`src/verilog/pmq_params.svh`:
```
`ifndef PMQ_PARAMS_SVH
`define PMQ_PARAMS_SVH

// Command codes for the power-mode query, primary and alternate.
`define PMQ_CMD_QUERY      8'hE5
`define PMQ_CMD_QUERY_ALT  8'h98
// Sector count answers.
`define PMQ_CODE_ACTIVE    8'h00
`define PMQ_CODE_LOWPOWER  8'hFF
// Device/head field positions.
`define PMQ_DH_LBA_BIT     6
`define PMQ_DH_DEV_BIT     4
// Status register bit positions.
`define PMQ_ST_BUSY        7
`define PMQ_ST_READY       6
`define PMQ_ST_FAULT       5
`define PMQ_ST_SEEK        4
`define PMQ_ST_DRQ         3
`define PMQ_ST_CORR        2
`define PMQ_ST_INDEX       1
`define PMQ_ST_ERR         0
// Error register bit position of the abort flag.
`define PMQ_ER_ABORT       2
// Host register map offsets.
`define PMQ_REG_CTRL       4'h0
`define PMQ_REG_DEVHEAD    4'h1
`define PMQ_REG_RESULT     4'h2
`define PMQ_REG_STATUS     4'h3
`define PMQ_REG_IRQ_STAT   4'h4
`define PMQ_REG_IRQ_CLR    4'h5
`define PMQ_REG_IRQ_EN     4'h6
// Reset values.
`define PMQ_DEVHEAD_RST    8'hA0
`define PMQ_STATUS_RST     8'h50
// Cycles the device spends executing a command.
`define PMQ_EXEC_CYCLES    4

`endif

```
`src/verilog/pmq_pkg.sv`:
```
package pmq_pkg;
    // Protocol class of a command.
    typedef enum logic [2:0] {
        PMQ_PROT_PIO_IN  = 3'h1,
        PMQ_PROT_PIO_OUT = 3'h2,
        PMQ_PROT_NODATA  = 3'h3,
        PMQ_PROT_DMA     = 3'h4,
        PMQ_PROT_VENDOR  = 3'h5
    } pmq_prot_e;
    // Power state of the drive.
    typedef enum logic [1:0] {
        PMQ_PWR_ACTIVE,
        PMQ_PWR_IDLE,
        PMQ_PWR_STANDBY,
        PMQ_PWR_SLEEP
    } pmq_pwr_e;
    typedef logic [7:0] pmq_byte_t;
endpackage

```
`src/verilog/pmq_link_if.sv`:
```
`timescale 1ns/1ps
// Task-file link between the host controller and the device.
interface pmq_link_if;
    logic [7:0] command;     // Command code.
    logic [7:0] dev_head;    // Device/head register.
    logic       cmd_valid;   // One-cycle pulse: command block written.
    logic [7:0] sector_cnt;  // Returned sector count.
    logic [7:0] status;      // Returned status.
    logic [7:0] error;       // Returned error.
    logic       intrq;       // One-cycle completion interrupt.
    modport host (output command, dev_head, cmd_valid,
                  input sector_cnt, status, error, intrq);
    modport dev  (input command, dev_head, cmd_valid,
                  output sector_cnt, status, error, intrq);
endinterface

```
`src/verilog/pmq_decode.sv`:
```
`timescale 1ns/1ps
`include "pmq_params.svh"
// Classifies a command code into query flag and protocol class.
module pmq_decode (
    input  wire logic [7:0]        code_i,
    output logic                   is_query_o,
    output pmq_pkg::pmq_prot_e     prot_o
);
    import pmq_pkg::*;

    // Alternate code is folded onto the primary one.
    always_comb begin
        is_query_o = (code_i == `PMQ_CMD_QUERY) || (code_i == `PMQ_CMD_QUERY_ALT);
        // Class by command family; the query itself carries no data.
        // Bit 0, the retry bit, never takes part in the class.
        case (code_i[7:4])
            4'h2: prot_o = code_i[3] ? PMQ_PROT_DMA : PMQ_PROT_PIO_IN;
            4'h3: prot_o = code_i[3] ? PMQ_PROT_DMA : PMQ_PROT_PIO_OUT;
            4'hC: prot_o = code_i[3] ? PMQ_PROT_DMA : PMQ_PROT_PIO_IN;
            default: prot_o = PMQ_PROT_NODATA;
        endcase
    end
endmodule

```
`src/verilog/pmq_device.sv`:
```
`timescale 1ns/1ps
`include "pmq_params.svh"
module pmq_device (
    input  wire logic              clk_i,
    input  wire logic              reset_i,
    pmq_link_if.dev                link,
    input  wire pmq_pkg::pmq_pwr_e power_state_i, // Present power state.
    output logic                   lba_mode_o,    // Addressing mode of last command.
    output logic                   busy_o         // Executing a command.
);
    import pmq_pkg::*;

    typedef enum logic [1:0] {PMQ_D_IDLE, PMQ_D_EXEC, PMQ_D_DONE} pmq_dstate_e;

    // Whole state of the device end.
    typedef struct packed {
        pmq_dstate_e state;     // Sequencer state.
        logic [2:0]  cnt;       // Execution counter.
        logic        is_query;  // Command latched was the query.
        logic        lba;       // Latched addressing mode.
        logic [7:0]  seccnt;    // Sector count result.
        logic [7:0]  status;    // Status result.
        logic [7:0]  error;     // Error result.
        logic        intrq;     // Completion pulse.
    } pmq_dev_s;

    pmq_dev_s   st_r;           // Registered state.
    pmq_dev_s   st_nxt;         // Next state.
    logic       dec_query;      // Decoder: code is the query.
    pmq_prot_e  dec_prot;       // Decoder: protocol class, unused here.

    // Shared command decoder.
    pmq_decode u_dec (
        .code_i     (link.command),
        .is_query_o (dec_query),
        .prot_o     (dec_prot)
    );

    // Next-state logic of the command sequencer.
    always_comb begin
        st_nxt       = st_r;
        st_nxt.intrq = 1'b0;
        case (st_r.state)
            PMQ_D_IDLE: begin
                // The device-select bit is not examined, so it answers as device zero.
                if (link.cmd_valid) begin
                    st_nxt.is_query = dec_query;
                    st_nxt.lba      = link.dev_head[`PMQ_DH_LBA_BIT];
                    st_nxt.cnt      = 3'(`PMQ_EXEC_CYCLES - 1);
                    st_nxt.status[`PMQ_ST_BUSY] = 1'b1;
                    st_nxt.state    = PMQ_D_EXEC;
                end
            end
            PMQ_D_EXEC: begin
                if (st_r.cnt == 3'h0) begin
                    st_nxt.state = PMQ_D_DONE;
                end else begin
                    st_nxt.cnt = st_r.cnt - 3'h1;
                end
            end
            PMQ_D_DONE: begin
                // Final registers first, interrupt in the same edge they settle.
                st_nxt.status = `PMQ_STATUS_RST;
                st_nxt.error  = 8'h00;
                if (st_r.is_query) begin
                    // Standby/sleep report all ones, else zero.
                    if (power_state_i == PMQ_PWR_STANDBY || power_state_i == PMQ_PWR_SLEEP)
                        st_nxt.seccnt = `PMQ_CODE_LOWPOWER;
                    else
                        st_nxt.seccnt = `PMQ_CODE_ACTIVE;
                end else begin
                    // Unsupported command is aborted.
                    st_nxt.error[`PMQ_ER_ABORT] = 1'b1;
                    st_nxt.status[`PMQ_ST_ERR]  = 1'b1;
                end
                st_nxt.intrq = 1'b1;
                st_nxt.state = PMQ_D_IDLE;
            end
            default: st_nxt.state = PMQ_D_IDLE;
        endcase
    end

    // State register.
    always_ff @(posedge clk_i) begin
        if (reset_i) begin
            st_r <= '{state: PMQ_D_IDLE, cnt: 3'h0, is_query: 1'b0, lba: 1'b0,
                      seccnt: 8'h00, status: `PMQ_STATUS_RST, error: 8'h00, intrq: 1'b0};
        end else begin
            st_r <= st_nxt;
        end
    end

    // Outputs straight from the state register.
    assign link.sector_cnt = st_r.seccnt;
    assign link.status     = st_r.status;
    assign link.error      = st_r.error;
    assign link.intrq      = st_r.intrq;
    assign lba_mode_o      = st_r.lba;
    assign busy_o          = st_r.status[`PMQ_ST_BUSY];
endmodule

```
`src/flat_wrapper.sv`:
```
// flat-port wrapper written by rule: the top's interface ports become plain ports
module pmq_device_flat import pmq_pkg::*;
  (clk_i, reset_i, power_state_i, lba_mode_o, busy_o, link_command, link_dev_head, link_cmd_valid, link_sector_cnt, link_status, link_error, link_intrq);
  pmq_link_if link_i ();
  input  wire logic clk_i;
  input  wire logic reset_i;
  input  wire pmq_pkg::pmq_pwr_e power_state_i;
  output logic lba_mode_o;
  output logic busy_o;
  input wire logic [$bits(link_i.command)-1:0] link_command;
  input wire logic [$bits(link_i.dev_head)-1:0] link_dev_head;
  input wire logic [$bits(link_i.cmd_valid)-1:0] link_cmd_valid;
  output wire logic [$bits(link_i.sector_cnt)-1:0] link_sector_cnt;
  output wire logic [$bits(link_i.status)-1:0] link_status;
  output wire logic [$bits(link_i.error)-1:0] link_error;
  output wire logic [$bits(link_i.intrq)-1:0] link_intrq;
  assign link_i.command = link_command;
  assign link_i.dev_head = link_dev_head;
  assign link_i.cmd_valid = link_cmd_valid;
  assign link_sector_cnt = link_i.sector_cnt;
  assign link_status = link_i.status;
  assign link_error = link_i.error;
  assign link_intrq = link_i.intrq;
  pmq_device u_core (.clk_i(clk_i), .reset_i(reset_i), .link(link_i), .power_state_i(power_state_i), .lba_mode_o(lba_mode_o), .busy_o(busy_o));
endmodule
```
`config.mk`:
```
export PLATFORM = sky130hd
export DESIGN_NAME = pmq_device_flat
export DESIGN_NICKNAME = d
export VERILOG_FILES = /design/src/verilog/pmq_pkg.sv /design/src/verilog/pmq_link_if.sv /design/src/verilog/pmq_decode.sv /design/src/verilog/pmq_device.sv /design/src/flat_wrapper.sv
export VERILOG_INCLUDE_DIRS = /design/src /design/src/verilog
export SDC_FILE = /design/constraint.sdc
export NUM_CORES = 1
export LEC_CHECK = 0
export ABC_AREA = 0
export ABC_CLOCK_PERIOD_IN_PS = 3700
export BUFFER_PORTS_ARGS = -buffer_cell sky130_fd_sc_hd__buf_4
export CAP_MARGIN = 25
export CORE_MARGIN = 2
export CORE_UTILIZATION = 45
export CTS_BUF_LIST = sky130_fd_sc_hd__clkbuf_8
export CTS_CLUSTER_DIAMETER = 120
export DETAILED_ROUTE_END_ITERATION = 10
export GPL_TIMING_DRIVEN = 0
export PLACE_DENSITY = 0.86
export SLEW_MARGIN = 20
export SYNTH_ARGS = -nofsm -noshare
export SYNTH_HDL_FRONTEND = slang
export SYNTH_SLANG_ARGS = --single-unit
```
`constraint.sdc`:
```
create_clock -name clk_i -period 3.7 [get_ports clk_i]
set_clock_uncertainty 0.15 [all_clocks]
set_input_delay 0.37 -clock clk_i [delete_from_list [all_inputs] [get_ports clk_i]]
set_output_delay 0.37 -clock clk_i [all_outputs]
set_load 0.005 [all_outputs]
```
==> key figures <==
Run status
  – Status: finished, final reports clean

Clocking
  – Clock Tree Root: clkbuf_8
  – Worst-path clk slew: approximately 0.05 ns
  – CTS Buf Count: 3
  – TritonCTS clock tree: built
  – CTS Buffer Depth: 2
  – Clk_lat worst skew: ~0.24 ns
  – Post-CTS Setup Bufs: 0
  – H-tree depth: 1
  – CTS Hold Bufs: 0
  – Clk sinks: 11
  – Post_cts resized: 0

Pwr
  – Clock share of power: 0.346
  – Pint: 251.4 µW
  – Final total power: 341.0 µW
  – NetSw: ~90 µW
  – Sequential share of power: 0.408
  – P per Cell Area: around 340 nW/µm²
  – Sw Share: 0.2629
  – Peak VDD IR: ~0.22 mV
  – Combinational share of power: 0.246
  – Leakage power: about 0.53 nW

Setup path
  – Crit start category: flop
  – Worst-path maximum fanout: 3
  – WP data required: 3.71 ns
  – FF-to-FF Start: u_core.st_r[27]
  – Critical path class: reg2reg
  – Worst Reg2Reg Path Length in Cells: 5
  – Worst path arrival time: 1.64 ns
  – Nature of the critical path endpoint: flop
  – FF-to-FF End: u_core.st_r[28]
  – Register-to-register setup slack: 2.07 ns

STA
  – Fin Setup TNS: 0 ns
  – Slew Viols, Final: 0
  – Setup Viol. Count Final: 0
  – RSZ-0062 raised after global routing: false
  – Minimum clock period: 1.626 ns
  – Hold slack: between 0.1 and 0.15 ns
  – Fmax: between 600 and 700 MHz
  – Fin crit share: 0.4396
  – Hold Fails Final Rpt: 0

Floorplan
  – Initial Utilization: 0.4731
  – Core area: roughly 1500 µm²
  – I/O pin count: 48
  – Die Y: roughly 44 µm
  – Die area: approximately 1900 µm²
  – Die width: roughly 44 µm
  – # rows: 14

Worst hold path
  – Hold Path Stages: 2
  – Min-Delay Startpoint: reset_i
  – Hold Crit Class: in2reg
  – Hold Path Sink: u_core.link.intrq

Yosys
  – Synthesized area: between 700 and 800 µm²
  – Syn Area/Cell: roughly 8.7 µm²
  – Post-synthesis sequential area ratio: 0.3126
  – Mapped Cells: between 80 and 90
  – YS warnings: 0
  – Flops & latches, synth: 11
  – Synth cell types: 25

Detailed routing
  – Drt pass-1 iters: 4
  – Routed Antenna Nets: 0
  – Vias/cell: between 4 and 5
  – DR WL/cell: just under 10 µm
  – Via Count: 623
  – Residual DRC count: 0
  – Drt total wl: about 1400 µm
  – DRT iter0 DRCs: 6

Flow run
  – Number of max-cap violations: 0

Cells and area
  – # nets final: ~150
  – Post-Layout Cell Count: 138
  – Fill count: ~130
  – Proportion of layout cells with a drive suffix above 1: 0.4590
  – Area growth from synthesis to layout: 42.81%
  – # diodes: 0

Placement
  – GPL Wtd Cong: roughly 0.75
  – I/O Buffers: 26
  – Dpl hpwl: roughly 1100 µm
  – Inst Count DP: roughly 130

Global route
  – Total track usage: 0.1504
  – Vias in the first global route: around 550
  – Number of antenna violations at the first check in global routing: 0
  – First-pass GRT wire length: 2139 µm
  – Largest net degree at the start of global routing: 11
  – GRT Residual Overflow: 0
state kept, by name, summed over array words and instances (netlist names):
name / cells
u_core.link.intrq: 1
u_core.st_r: 6
u_core.link.sector_cnt: 1
u_core.link.status: 2
u_core.lba_mode_o: 1
logic make-up (layout without fill, tap and decap cells):
family,after synthesis,after routing,synth area share
compound gates,12,12,0.1190
fa+ha+maj,2,2,0.03552
buf+inv,29,59,0.2824
other cells,2,13,0.01066
mux,2,2,0.02842
flops,11,11,0.3126
simple gates,23,23,0.2114
per-stage QoR:
step | util | worst slack, ns | cell area, µm²
3_3_place_gp | 0.6454 | 2.155 | 960.9
5_1_grt | 0.6756 | 2.002 | 1006
4_1_cts | 0.6756 | 2.069 | 1006
6_report | 0.6756 | 2.074 | 1006
3_5_place_dp | 0.6454 | 2.085 | 960.9
2_1_floorplan | - | 2.194 | 745.7
layout make-up:
| cell class | instances | area [µm²] | share of cell area |
|---|---|---|---|
| Buffer | 25 | 183.9 | 0.1828 |
| Multi-Input combinational cell | 52 | 326.6 | 0.3246 |
| Sequential cell | 11 | 220.2 | 0.2189 |
| Inverter | 4 | 15.01 | 0.01493 |
| Tap cell | 16 | 20.02 | 0.01990 |
| Clock buffer | 3 | 41.29 | 0.04104 |
| Clock inverter | 1 | 3.754 | 0.003731 |
| Timing Repair Buffer | 26 | 195.2 | 0.1940 |
cell usage in the layout, fill, tap and decap left out, types with 2 or more instances in the layout:
| cell type | instances |
|---|---|
| buf_4 | 50 |
| conb_1 | 13 |
| dfxtp_1 | 11 |
| inv_1 | 5 |
| a21oi_1 | 4 |
| nor2_1 | 4 |
| nand2b_1 | 3 |
| nor2b_1 | 3 |
| nor3_1 | 3 |
| clkbuf_8 | 3 |
| nor3b_1 | 2 |
| o21ai_0 | 2 |
| and3b_2 | 2 |
| mux2i_1 | 2 |
| nor4bb_1 | 2 |
| nand3_1 | 2 |
| ha_1 | 2 |
Yosys cell counts, drive strengths merged:
master  number  area (µm²)
a2111o       1       11.26
a211oi       1       7.510
a21bo        1       10.01
a21oi        4       20.02
a221oi       1       8.760
a311oi       1       8.760
and3b        2       20.02
buf         24       180.2
clkbuf       1       3.750
conb         2       7.510
dfxtp       11       220.2
ha           2       25.02
inv          4       15.01
mux2i        2       20.02
nand2b       3       18.77
nand3        2       10.01
nand4        1       6.260
nor2         4       15.01
nor2b        3       18.77
nor3         3       15.01
nor3b        2       15.01
nor4bb       2       20.02
o21ai        2       10.01
o21bai       1       7.510
or4b         1       10.01
critical path, stage by stage (launching register included):
cell,delay (ns)
dfxtp_1,0.34
inv_1,0.08
ha_1,0.29
and3b_2,0.20
a2111o_1,0.34
a21oi_1,0.16
power by group through the flow:
stage          clock network [mW]  logic (mW)  registers [mW]
3_5_place_dp                    0      0.0824           0.141
5_1_grt                     0.123      0.0922           0.140
4_1_cts                     0.121      0.0832           0.139
6_report                    0.118      0.0839           0.139
2_1_floorplan                   0      0.0560           0.139
3_3_place_gp                    0      0.0790           0.141
per-layer routing:
metal	track usage	part of all wire
met3	0.04167	0.080
met2	0.2618	0.49
met5	0	0
met1	0.1590	0.40
met4	0.09091	0.020
worst max-delay path by stage:
| stage | startpoint | end | slack, ns |
|---|---|---|---|
| after CTS | u_core.st_r[27] | u_core.st_r[28] | 2.07 |
| after global placement | u_core.st_r[27] | u_core.st_r[28] | 2.15 |
| after detailed placement | u_core.st_r[27] | u_core.st_r[28] | 2.09 |
| after global routing | u_core.st_r[27] | u_core.st_r[28] | 2.00 |
| final | u_core.st_r[27] | u_core.st_r[28] | 2.07 |
| after floorplan | u_core.st_r[27] | u_core.st_r[28] | 2.19 |
(Power assumes the default switching activity.)
